--- config.mk ---
export PLATFORM = sky130hd
export DESIGN_NAME = cm_config_top
export DESIGN_NICKNAME = d
export VERILOG_FILES = /design/src/common/cm_pkg.sv /design/src/logic/cm_switch_decoder.sv /design/src/logic/lead_word_former.sv /design/src/logic/cm_config_top.sv
export VERILOG_INCLUDE_DIRS = /design/src /design/src/common
export SDC_FILE = /design/constraint.sdc
export NUM_CORES = 1
export LEC_CHECK = 0
export ABC_AREA = 1
export BUFFER_PORTS_ARGS = -buffer_cell sky130_fd_sc_hd__clkbuf_2
export CAP_MARGIN = 5
export CORE_MARGIN = 2
export CORE_UTILIZATION = 26
export DETAILED_ROUTE_END_ITERATION = 16
export PLACE_DENSITY = 0.51
export SYNTH_ARGS = -nofsm -noshare
export SYNTH_HDL_FRONTEND = slang
export SYNTH_SLANG_ARGS = --single-unit
export TNS_END_PERCENT = 10
--- constraint.sdc ---
create_clock -name clk_sys -period 18.2 [get_ports clk_sys]
set_input_delay 2.73 -clock clk_sys [delete_from_list [all_inputs] [get_ports clk_sys]]
set_output_delay 2.73 -clock clk_sys [all_outputs]
set_load 0.01 [all_outputs]
--- src/common/cm_defines.svh ---
/*
 Offsets, field positions, write masks and reset values of the
 common-mode and lead-mode configuration block.
 Assumes a 32-bit AHB-Lite slave; byte address is four times the index.
*/
`ifndef CM_DEFINES_SVH
`define CM_DEFINES_SVH

// ---------------------------------------------------------------
// Register indices (byte address = index * 4)
// ---------------------------------------------------------------
`define CH_CTRL_IDX      8'h01
`define CM_REF_IDX       8'h05
`define FRM_CTRL_IDX     8'h0A
`define STATUS_IDX       8'h10

// ---------------------------------------------------------------
// channel_control_reg fields
// ---------------------------------------------------------------
`define CH_EN_LSB        0
`define CH_POWER_BIT     4
`define CH_BIAS_SEL_LSB  6
`define CH_BIAS_EN_BIT   8
`define CH_RESP_EN_BIT   9
`define CH_CONFIG_BIT    10
`define CH_WR_MASK       32'h000007DF

// ---------------------------------------------------------------
// cm_reference_control_reg fields
// ---------------------------------------------------------------
`define CM_RA_BIT        0
`define CM_LL_BIT        1
`define CM_LA_BIT        2
`define CM_V1_BIT        3
`define CM_CE_BIT        4
`define CM_EXT_BIT       5
`define CM_DRIVE_BIT     6
`define CM_CE_EN_BIT     8
`define CM_WR_MASK       32'h0000017F

// ---------------------------------------------------------------
// frame_control_reg fields
// ---------------------------------------------------------------
`define FRM_RATE_LSB     0
`define FRM_FORMAT_BIT   4
`define FRM_WR_MASK      32'h00000013
`define RATE_2K          2'h0
`define RATE_16K         2'h1

// ---------------------------------------------------------------
// Reset values
// ---------------------------------------------------------------
`define CH_CTRL_RST      32'h00000000
`define CM_REF_RST       32'h00000000
`define FRM_CTRL_RST     32'h00000000

`endif

--- src/common/cm_pkg.sv ---
/*
 Types shared by the configuration block and its two helpers.
 Assumes the offsets and fields come from cm_defines.svh.
*/
package cm_pkg;

   typedef enum logic [2:0]
   {
      MODE_ANALOG,
      MODE_DIGITAL,
      MODE_CE_A,
      MODE_ELECTRODE,
      MODE_CE_B,
      MODE_UNSUPPORTED
   } lead_mode_t;

   typedef struct packed
   {
      logic power;
      logic drive;
      logic ext;
      logic la;
      logic ll;
      logic ra;
      logic v1;
      logic ce;
   } cm_select_t;

   typedef struct packed
   {
      logic ext;
      logic ref_sw;
      logic la;
      logic ll;
      logic ra;
      logic v1;
      logic ce;
   } cm_switch_t;

   typedef struct packed
   {
      logic signed [23:0] w1;
      logic signed [23:0] w2;
      logic signed [23:0] w3;
   } sample_set_t;

   typedef struct packed
   {
      logic        valid;
      sample_set_t words;
   } former_state_t;

   typedef struct packed
   {
      logic [31:0] ch_ctrl;
      logic [31:0] cm_ctrl;
      logic [31:0] frm_ctrl;
      logic        wr_pend;
      logic [7:0]  wr_idx;
      logic [31:0] hrdata;
      logic        readyout;
      cm_switch_t  sw;
      logic [4:0]  bias_sum;
      logic [3:0]  bias_tap;
      logic [3:0]  chan_sw;
      logic [2:0]  resp;
      lead_mode_t  mode;
      logic        rate_bad;
   } top_state_t;

endpackage

--- src/logic/cm_switch_decoder.sv ---
/*
 Combinational decoder from the common-mode selection bits to the
 analog switch controls. Assumes the caller registers its outputs.
*/
`timescale 1ns/1ns
module cm_switch_decoder
   import cm_pkg::*;
(
   input  cm_select_t sel,
   output cm_switch_t sw,
   output logic [4:0] bias_sum
);

   logic any_el;

   always_comb
   begin
      sw       = '0;
      bias_sum = '0;
      any_el   = sel.la | sel.ll | sel.ra | sel.v1 | sel.ce;
      if (!sel.power)
      begin
         sw = '0;                                  // see [RULE_01] see [RULE_19]
      end
      else if (sel.ext)
      begin
         sw.ext = 1'b1;                            // see [RULE_03] see [RULE_05]
      end
      else if (sel.drive || !any_el)
      begin
         // Drive mode steers the electrodes to the bias amplifier instead
         sw.ref_sw = 1'b1;                         // see [RULE_02] see [RULE_07]
         bias_sum  = {5{sel.drive}} & {sel.la, sel.ll, sel.ra, sel.v1, sel.ce};
      end
      else
      begin
         sw.la = sel.la;                           // see [RULE_04] see [RULE_06]
         sw.ll = sel.ll;
         sw.ra = sel.ra;
         sw.v1 = sel.v1;
         sw.ce = sel.ce;
      end
   end

endmodule

--- src/logic/lead_word_former.sv ---
/*
 Forms the three output words of each sample set taken in a supported lead mode from the channel
 samples according to the lead mode. Samples come from same-clock logic.
*/
`timescale 1ns/1ns
module lead_word_former
   import cm_pkg::*;
(
   input  wire logic        clk_sys,
   input  wire logic        rst,
   input  lead_mode_t       mode,
   input  wire logic        in_valid,
   input  sample_set_t      in_set,
   output logic             out_valid,
   output sample_set_t      out_set
);

   former_state_t st;
   former_state_t next_st;
   logic signed [25:0] third;

   function automatic logic signed [25:0] sub26(input logic signed [23:0] a,
                                                input logic signed [23:0] b);
      sub26 = 26'(a) - 26'(b);
   endfunction

   always_comb
   begin
      next_st       = st;
      next_st.valid = 1'b0;
      third         = (26'(in_set.w1) + 26'(in_set.w2)) / 26'sd3;
      if (in_valid && mode != MODE_UNSUPPORTED)
      begin
         next_st.valid = 1'b1;
         next_st.words = in_set;
         case (mode)
            MODE_ANALOG:
            begin
               // Lead two arrives inverted from the analog stage
               next_st.words.w2 = 24'(sub26(24'sd0, in_set.w2)); // see [RULE_18]
            end
            MODE_DIGITAL:
            begin
               next_st.words.w1 = 24'(sub26(in_set.w1, in_set.w3)); // see [RULE_17]
               next_st.words.w2 = 24'(sub26(in_set.w2, in_set.w3));
               next_st.words.w3 = 24'(sub26(in_set.w2, in_set.w1));
            end
            MODE_CE_A:
            begin
               next_st.words.w3 = 24'(26'(in_set.w3) - third);   // see [RULE_11]
            end
            default:
            begin
               next_st.words = in_set;                         // see [RULE_12] see [RULE_13]
            end
         endcase
      end
   end

   always_ff @(posedge clk_sys)
   begin
      if (rst)
      begin
         st <= '0;
      end
      else
      begin
         st <= next_st;
      end
   end

   assign out_valid = st.valid;
   assign out_set   = st.words;

endmodule

--- src/logic/cm_config_top.sv ---
/*
 Common-mode switch and lead-mode configuration block with its
 AHB-Lite register slave. Assumes a single AHB-Lite master on clk_sys,
 channel samples on clk_sys, and analog switches driven from flops.
*/
//
// Overview of operation
// [RULE_01] Power enable low opens every common-mode switch regardless of other bits.
// [RULE_02] Powered, no external or electrode bits: only the reference switch closes.
// [RULE_03] Powered with external select set: only the external switch closes.
// [RULE_04] Powered, drive and external clear: each set electrode bit closes its switch.
// [RULE_05] Reference and external switches are never closed together.
// [RULE_06] Powered with external open, at least one electrode or reference switch closes.
// [RULE_07] Reference closes only when all five electrode switches are open.
// [RULE_08] Format bit 4 of frame control: 0 lead words, 1 electrode words.
// [RULE_09] Config bit 10 of channel control: 0 single-ended, 1 differential.
// [RULE_10] Bit 8 of common-mode control enables common-electrode referencing.
// [RULE_11] Common electrode A: two limb leads, third is V3' less limb third.
// [RULE_12] Electrode mode: LA, LL, RA relative to internal common mode.
// [RULE_13] Common electrode B: LA, LL, V1 relative to common electrode.
// [RULE_14] Channel enable switch sits after the bias drive tap point.
// [RULE_15] Common electrode path gets the same mux and switch control.
// [RULE_16] Respiration path reaches only the first three electrode channels.
// [RULE_17] Digital lead mode computes leads, only at 2 kHz and 16 kHz.
// [RULE_18] Analog lead mode inverts the second word back to true polarity.
// [RULE_19] Precedence: power-down, then external, then electrode selection.
//
`timescale 1ns/1ns
`include "cm_defines.svh"
module cm_config_top
   import cm_pkg::*;
(
   input  wire logic        clk_sys,
   input  wire logic        rst,
   input  wire logic        hsel,
   input  wire logic [31:0] haddr,
   input  wire logic [1:0]  htrans,
   input  wire logic        hwrite,
   input  wire logic [2:0]  hsize,
   input  wire logic [31:0] hwdata,
   input  wire logic        hready,
   output logic [31:0]      hrdata,
   output logic             hreadyout,
   output logic             hresp,
   input  wire logic        sample_valid,
   input  sample_set_t      sample_in,
   output logic             word_valid,
   output sample_set_t      word_out,
   output cm_switch_t       cm_switch,
   output logic [4:0]       bias_sum_switch,
   output logic [3:0]       bias_tap,
   output logic [3:0]       channel_switch,
   output logic [2:0]       resp_route,
   output lead_mode_t       lead_mode,
   output logic             rate_unsupported
);

   // ---------------------------------------------------------------
   // State
   // ---------------------------------------------------------------
   top_state_t st;
   top_state_t next_st;
   cm_select_t sel;
   cm_switch_t dec_sw;
   logic [4:0] dec_bias;
   logic       take;
   logic [7:0] a_idx;
   logic [31:0] status_word;

   // ---------------------------------------------------------------
   // Helpers
   // ---------------------------------------------------------------
   function automatic lead_mode_t mode_of(input logic fmt,
                                          input logic cfg,
                                          input logic ce_en,
                                          input logic [1:0] rate);
      lead_mode_t m;
      m = MODE_UNSUPPORTED;
      case ({fmt, cfg, ce_en})                     // see [RULE_08] see [RULE_09] see [RULE_10]
         3'b010:  m = MODE_ANALOG;
         3'b000:  m = (rate == `RATE_2K || rate == `RATE_16K)
                      ? MODE_DIGITAL : MODE_UNSUPPORTED;  // see [RULE_17]
         3'b001:  m = MODE_CE_A;
         3'b100:  m = MODE_ELECTRODE;
         3'b101:  m = MODE_CE_B;
         default: m = MODE_UNSUPPORTED;
      endcase
      return m;
   endfunction

   function automatic logic [31:0] reg_read(input logic [7:0] idx,
                                            input logic [31:0] ch,
                                            input logic [31:0] cm,
                                            input logic [31:0] frm,
                                            input logic [31:0] stat);
      logic [31:0] d;
      case (idx)
         `CH_CTRL_IDX:  d = ch;
         `CM_REF_IDX:   d = cm;
         `FRM_CTRL_IDX: d = frm;
         `STATUS_IDX:   d = stat;
         default:       d = 32'h00000000;
      endcase
      return d;
   endfunction

   // ---------------------------------------------------------------
   // Common-mode selection from the registers
   // ---------------------------------------------------------------
   always_comb
   begin
      sel.power = next_st.ch_ctrl[`CH_POWER_BIT];
      sel.drive = next_st.cm_ctrl[`CM_DRIVE_BIT];
      sel.ext   = next_st.cm_ctrl[`CM_EXT_BIT];
      sel.la    = next_st.cm_ctrl[`CM_LA_BIT];
      sel.ll    = next_st.cm_ctrl[`CM_LL_BIT];
      sel.ra    = next_st.cm_ctrl[`CM_RA_BIT];
      sel.v1    = next_st.cm_ctrl[`CM_V1_BIT];
      sel.ce    = next_st.cm_ctrl[`CM_CE_BIT];
   end

   cm_switch_decoder u_decoder
   (
      .sel      (sel),
      .sw       (dec_sw),
      .bias_sum (dec_bias)
   );

   // ---------------------------------------------------------------
   // Bus slave and register update
   // ---------------------------------------------------------------
   always_comb
   begin
      next_st          = st;
      next_st.readyout = 1'b1;
      take             = hsel & hready & htrans[1];
      a_idx            = haddr[9:2];
      status_word      = 32'h00000000;

      // Data phase of a write taken on the previous edge
      if (st.wr_pend)
      begin
         case (st.wr_idx)
            `CH_CTRL_IDX:  next_st.ch_ctrl  = hwdata & `CH_WR_MASK;
            `CM_REF_IDX:   next_st.cm_ctrl  = hwdata & `CM_WR_MASK;
            `FRM_CTRL_IDX: next_st.frm_ctrl = hwdata & `FRM_WR_MASK;
            default:       next_st.ch_ctrl  = st.ch_ctrl;
         endcase
      end

      next_st.wr_pend = take & hwrite;
      next_st.wr_idx  = a_idx;

      // Switches follow the registers on the same edge the write lands
      next_st.sw       = dec_sw;
      next_st.bias_sum = dec_bias;

      // Bias tap lies ahead of the channel switch, so a disabled
      // channel can still carry the redirected bias drive
      for (int i = 0; i < 4; i++)
      begin
         next_st.bias_tap[i] = next_st.ch_ctrl[`CH_BIAS_EN_BIT]
                              & (next_st.ch_ctrl[`CH_BIAS_SEL_LSB +: 2] == 2'(i)); // see [RULE_14]
         next_st.chan_sw[i]  = next_st.ch_ctrl[`CH_EN_LSB + i] & next_st.ch_ctrl[`CH_POWER_BIT]; // see [RULE_15]
      end

      // Common electrode is channel 3 and is kept off the respiration path
      next_st.resp = {3{next_st.ch_ctrl[`CH_RESP_EN_BIT]}}
                     & next_st.ch_ctrl[`CH_EN_LSB +: 3]; // see [RULE_16]

      next_st.mode = mode_of(next_st.frm_ctrl[`FRM_FORMAT_BIT],
                             next_st.ch_ctrl[`CH_CONFIG_BIT],
                             next_st.cm_ctrl[`CM_CE_EN_BIT],
                             next_st.frm_ctrl[`FRM_RATE_LSB +: 2]);
      next_st.rate_bad = ~next_st.frm_ctrl[`FRM_FORMAT_BIT]
                         & ~next_st.ch_ctrl[`CH_CONFIG_BIT]
                         & ~next_st.cm_ctrl[`CM_CE_EN_BIT]
                         & (next_st.mode == MODE_UNSUPPORTED); // see [RULE_17]

      status_word[6:0]  = st.sw;
      status_word[10:8] = st.mode;
      status_word[12]   = st.rate_bad;
      status_word[19:16] = st.chan_sw;
      status_word[23:20] = st.bias_tap;

      // Read data is ready for the data phase; a write in its data
      // phase right now is already folded into a control register value returned, but not into status
      if (take && !hwrite)
      begin
         next_st.hrdata = reg_read(a_idx, next_st.ch_ctrl, next_st.cm_ctrl,
                                   next_st.frm_ctrl, status_word);
      end
      else
      begin
         next_st.hrdata = 32'h00000000;
      end
   end

   always_ff @(posedge clk_sys)
   begin
      if (rst)
      begin
         st          <= '0;
         st.ch_ctrl  <= `CH_CTRL_RST;
         st.cm_ctrl  <= `CM_REF_RST;
         st.frm_ctrl <= `FRM_CTRL_RST;
         st.mode     <= MODE_DIGITAL;
      end
      else
      begin
         st <= next_st;
      end
   end

   // ---------------------------------------------------------------
   // Output word formation
   // ---------------------------------------------------------------
   lead_word_former u_former
   (
      .clk_sys   (clk_sys),
      .rst       (rst),
      .mode      (st.mode),
      .in_valid  (sample_valid),
      .in_set    (sample_in),
      .out_valid (word_valid),
      .out_set   (word_out)
   );

   // ---------------------------------------------------------------
   // Outputs, all from flops except hresp, tied low
   // ---------------------------------------------------------------
   assign hrdata           = st.hrdata;
   assign hreadyout        = st.readyout;
   assign hresp            = 1'b0;
   assign cm_switch        = st.sw;
   assign bias_sum_switch  = st.bias_sum;
   assign bias_tap         = st.bias_tap;
   assign channel_switch   = st.chan_sw;
   assign resp_route       = st.resp;
   assign lead_mode        = st.mode;
   assign rate_unsupported = st.rate_bad;

endmodule

=== Yosys cells after proc, flatten, opt, wreduce, memory -nomap -nowiden ===
Index checks and enable logic that the tools add are counted.

* Flip-flop bits (word level): 238
* Output and inout port bits: 134

* Equality and inequality tests: 19
* Reductions and logical operators: 15
* Divide/modulo/power cells: 1
* Bitwise gates (word level): 26
* Add/subtract/negate cells: 6
* Multiplexer cells: 20

{| class="wikitable"
|+ Operators with widths
! cell !! number
|-
| $pmux 32 s4 || 1
|-
| $mux 32 || 3
|-
| $mux 96 || 1
|-
| $pmux 24 s2 || 2
|-
| $sub 24x24->24 || 4
|-
| $mux 73 || 1
|-
| $mux 28 || 1
|-
| $div 26x3->26 const B || 1
|-
| $add 24x24->25 || 1
|-
| $mux 24 || 1
|-
| $sub 1x24->24 const A || 1
|-
| $mux 5 || 4
|-
| $eq 8x1->1 const B || 2
|-
| $eq 8x3->1 const B || 2
|-
| $eq 8x4->1 const B || 2
|-
| $pmux 3 s5 || 1
|-
| $and 1x1->1 || 14
|-
| $eq 3x3->1 const B || 3
|-
| $eq 8x5->1 const B || 1
|-
| $reduce_or 4->1 || 2
|-
| $mux 7 || 1
|-
| $eq 3x1->1 const B || 2
|-
| $eq 3x2->1 const B || 2
|-
| $logic_not 3->1 || 2
|-
| 16 further kinds || 32
|}

=== Logic depth before layout (Yosys ltp) ===
* Word-level depth: 13
* Gate-level depth with buffers: 127

=== Hierarchy ===
From an unflattened synthesis, not the netlist that was laid out.

* Cells, all modules: 2844
* Area, all modules: 18039.8 um^2

{| class="wikitable"
|+ By module, submodules not included
! module !! area each (um^2) !! cells an instance !! times used !! seq. area each (um^2)
|-
| lead_word_former || 11591.1 || 1983 || 1 || 1461.4
|-
| cm_config_top || 6312.3 || 834 || 1 || 3303.2
|-
| cm_switch_decoder || 136.4 || 27 || 1 || 0.0
|}

=== Worst setup path before layout ===
OpenSTA, ideal clock, no wires.

* Kind: in2reg
* Start: in sample_in[24] (netlist bit)
* End: reg u_former.st (netlist bit u_former.out_set[22])
* Setup time: 0.116 ns
* Path slack: 3.882 ns
* Arrival time: 14.202 ns
* Buffers on the path: 0
* Cell stages on the path: 117
* Path through: ha_1 -> inv_1 -> fa_1 -> ha_1 -> inv_1 -> nor2_1 -> nand2_1 -> nor2_1 -> nand2_1 -> nor2_2 -> nand2_1 -> nor2_2 -> nand3_1 -> nand2_2 -> nand2_2 -> nand2_2 -> nand2_2 -> a21oi_1 -> [81 not listed] -> nand2_1 -> nand2_1 -> a21oi_1 -> nor2_1 -> nor2_1 -> o21ai_0 -> inv_1 -> nor2_1 -> o21ai_0 -> nand2_1 -> a31oi_1 -> inv_1 -> a31oi_1 -> or2_2 -> nand3_1 -> o2111ai_1 -> o211ai_1 -> inv_1

* Longest elaborated chain between the ends: 4
* Elaborated cells between the ends (all ways): 5
* Classes of those cells: add/sub (3); div (1); mux (1)

{| class="wikitable"
|+ RTL lines
! item !! line !! RTL
|-
| from (decl) || cm_config_top.sv:46 || <nowiki>input sample_set_t sample_in,</nowiki>
|-
| $add 24x24->25 || lead_word_former.sv:31 || <nowiki>third = (26'(in_set.w1) + 26'(in_set.w2)) / 26'sd3;</nowiki>
|-
| $div 26x3->26 || lead_word_former.sv:31 ||
|-
| $sub 24x24->24 || lead_word_former.sv:50 || <nowiki>next_st.words.w3 = 24'(26'(in_set.w3) - third);</nowiki>
|-
| $pmux 24 s2 * || lead_word_former.sv:36 || <nowiki>case (mode)</nowiki>
|-
| to (signal assigned) || lead_word_former.sv:68 || <nowiki>st <= next_st;</nowiki>
|-
| to (decl) || lead_word_former.sv:18 || <nowiki>former_state_t st;</nowiki>
|}

Every way passes the cells marked *; elsewhere a longest branch is shown, timed or not.
A chain may end at the register's enable or synchronous reset.

=== Worst setup path in the final report ===
* Start: in sample_in[25] (netlist bit)
* End: reg u_former.st (netlist bit u_former.out_set[22])

The elaborated chain is that of the path after synthesis.

==> results.json <==
{
  "synthesis.nets": 3012,
  "avgViaCountPerCell": 4.59,
  "grt_pass1_wl_um": 91000,
  "power_density_nw_per_um2": 137,
  "grt_overflow": 0,
  "cpMaxStageDelayCell": "fa_1",
  "fp.dieH_um": 265,
  "grt_max_degree": 64,
  "antenna_found_initial": 11,
  "gp_congestion": 0.892,
  "die_w_um": 265,
  "cts_setup_buffers": 0,
  "clk_latency_ns": 0.61,
  "drt_iter0_drc": 1196,
  "max_freq_mhz": 62.4,
  "portBuffers": 230,
  "critPathMaxStageDelay_ns": 0.48,
  "arrival_ns": 16.49,
  "drv_cap": 0,
  "required_ns": 18.67,
  "drt-pass1-iter-count": 7,
  "areaGrowthSynthToFinish_pct": 14.9,
  "slew_violations": 0,
  "clock_sinks": 238,
  "cts_root_buffer": "clkbuf_16",
  "cts_tree": "done",
  "wl_per_cell_um": 15.8,
  "syn_avg_cell_area_um2": 6.47,
  "min_period_ns": 16.03,
  "critPathMaxFanout": 23,
  "peakVddDrop_mv": 0.106,
  "tightest_slew_ns": 1.03,
  "dpl.hpwl_um": 47100,
  "cts_buffers": 30,
  "path_class": "primary input to register",
  "p_leak_nw": 10.2,
  "htree_levels": 1,
  "setup_viol": 0,
  "r2r_start": "lead_mode[0]$_SDFF_PP1_",
  "fin_tns_setup_ns": 0,
  "crit_top_cell": "nand2_1",
  "yosysSeqAreaShare_pct": 26.9,
  "synthCells": 2739,
  "finalHoldViolCount": 0,
  "rr_worst_depth": 12,
  "crit_end": "u_former.out_set[22]$_SDFFE_PP0P_",
  "io_pins": 281,
  "core_um2": 67300,
  "finalCritPeriodShare_pct": 88.1,
  "cp-startpoint": "sample_in[25]",
  "drtAntennaViolNets": 0,
  "hold_path_class": "register to register",
  "clock_skew_ns": 0.0379,
  "ys_types": 55,
  "timing.rr.end": "u_former.out_set[17]$_SDFFE_PP0P_",
  "rsz0062_at_grt": "no",
  "ctsHoldBuffers": 0,
  "clk_path_buf_depth": 3,
  "num_rows": 95,
  "drive_gt1_share_pct": 14.7,
  "cts.reportedPaths.clkPinSlew_ns": 0.06,
  "ys_ff_latch": 238,
  "start_util_pct": 26.3,
  "die_area_um2": 70200,
  "r2r_slack_ns": 13.68,
  "fin_nets": 3147,
  "first_global_vias": 15900,
  "min_from": "st[114]$_SDFF_PP0_",
  "drc": 0,
  "post_cts_resize_count": 0,
  "status": "complete, no violations",
  "relSlewSlack_pct": 31.2,
  "syn_area_um2": 17700,
  "yosys_warnings": 0,
  "p_total_mw": 2.78,
  "start_kind": "primary input",
  "wirelength_um": 59600,
  "gr-usage-all-layers_pct": 16.5,
  "end_kind": "register",
  "num_vias": 17300
}
[worst min-delay path by stage]
stage,depth (start not counted),slack [ns],to
after floorplan,2,0.42,st[108]$_SDFF_PP0_
after global placement,2,0.43,st[116]$_SDFF_PP0_
after detailed placement,2,0.43,st[116]$_SDFF_PP0_
after CTS,2,0.44,st[116]$_SDFF_PP0_
after global routing,2,0.45,st[130]$_SDFF_PP0_
final,2,0.44,st[114]$_SDFF_PP0_
[Yosys cell counts (all sizes together)]
library cell | instances | area [um2]
o21bai | 14 | 124
conb | 1 | 3.75
and2 | 1 | 6.26
nor2b | 1 | 6.26
a31oi | 21 | 131
or2 | 22 | 138
a21o | 6 | 45.0
a41oi | 11 | 96.3
o221ai | 23 | 201
nor3b | 2 | 15.0
inv | 405 | 1520
dfxtp | 238 | 4760
o31ai | 9 | 81.3
o2111ai | 18 | 158
a2bb2oi | 1 | 8.76
a21oi | 180 | 908
o311ai | 1 | 8.76
a221oi | 1 | 8.76
clkinv | 12 | 46.3
nand3 | 166 | 923
nor2 | 361 | 1410
fa | 5 | 100
xnor2 | 5 | 43.8
a32oi | 1 | 8.76
o21ai | 183 | 942
buf | 72 | 509
mux2i | 6 | 60.1
ha | 121 | 1510
o21a | 3 | 22.5
xor2 | 71 | 629
nand4 | 19 | 119
nor3 | 23 | 115
a211oi | 5 | 37.5
nand2 | 598 | 2330
o22ai | 22 | 138
clkbuf | 76 | 285
nor4 | 9 | 56.3
o211ai | 26 | 195
[metrics by stage]
step / hold WS [ns] / instances / setup slack [ns] / util [%] / area (um2)
floorplan: 0.420 / 2739 / 3.88 / - / 17700
global placement: 0.427 / 3715 / 1.31 / 28.8 / 19300
detailed placement: 0.429 / 3715 / 1.27 / 28.8 / 19300
CTS: 0.440 / 3769 / 1.85 / 30.2 / 20300
global route: 0.451 / 3770 / 0.111 / 30.3 / 20400
finish: 0.438 / 3770 / 2.17 / 30.3 / 20400
[per-layer routing]
metal / track usage (%) / wire length (um) / up-vias
li1: - / - / 9107
met5: 0 / 128 / -
met1: 21.6 / 27000 / 7729
met2: 27.4 / 27100 / 370
met4: 3.51 / 1100 / 20
met3: 4.28 / 4290 / 63
[where the power goes]
| group | leakage, nW | switching [mW] | internal, mW |
|---|---|---|---|
| logic | 7.73 | 1.07 | 0.558 |
| registers | 1.94 | 0.0104 | 0.538 |
| clock network | 0.492 | 0.245 | 0.361 |
[sequential cells by signal, summed over array words and instances, names as in the netlist, 4 cells and up]
| name | flops |
|---|---|
| bias_sum_switch | 5 |
| hrdata | 32 |
| bias_tap | 4 |
| channel_switch | 4 |
| st | 105 |
| u_former.out_set | 72 |
| cm_switch | 7 |
[cell families after synthesis]
kind of cell	after synthesis	synth area share, %
flops	238	26.9
simple gates	1202	28.9
compound gates	525	17.6
other cells	1	0.0212
buf+inv	565	13.3
xor+xnor	76	3.80
fa+ha+maj	126	9.11
mux	6	0.339
[layout make-up]
type	instances	area [um2]
fill	7553	46900
multi-input combinational	1936	10600
sequential	238	4760
inverter	417	1570
timing repair buffer	251	1310
tap	873	1090
clock buffer	41	832
clock inverter	13	168
antenna	1	2.50
[cell usage in the layout, fill, tap and decap left out, types with 16 or more instances in the layout]
cell	netlist	final
xor2_1	70	70
o22ai_1	22	22
clkbuf_2	0	229
dfxtp_1	238	238
o2111ai_1	18	18
a21oi_1	178	178
nand4_1	19	19
nand2_1	566	565
clkbuf_16	0	30
nor3_1	23	23
inv_2	19	20
o211ai_1	26	26
nor2_1	344	343
o21ai_0	152	152
o221ai_1	23	23
inv_1	386	385
nand3_1	149	149
o21ai_1	24	23
or2_2	22	22
ha_1	121	121
a31oi_1	21	21
nand2_2	31	32
buf_4	61	22
nand3_2	16	16
[worst max-delay path, delay by kind of cell]
family | cells | cell delay (ns)
AOI/OAI and AO/OA | 18 | 3.05
and+or+nand+nor | 76 | 7.57
buffers and inverters | 20 | 1.70
adders and majority gates | 5 | 1.33
No activity file was read; power rests on OpenSTA's default activity.
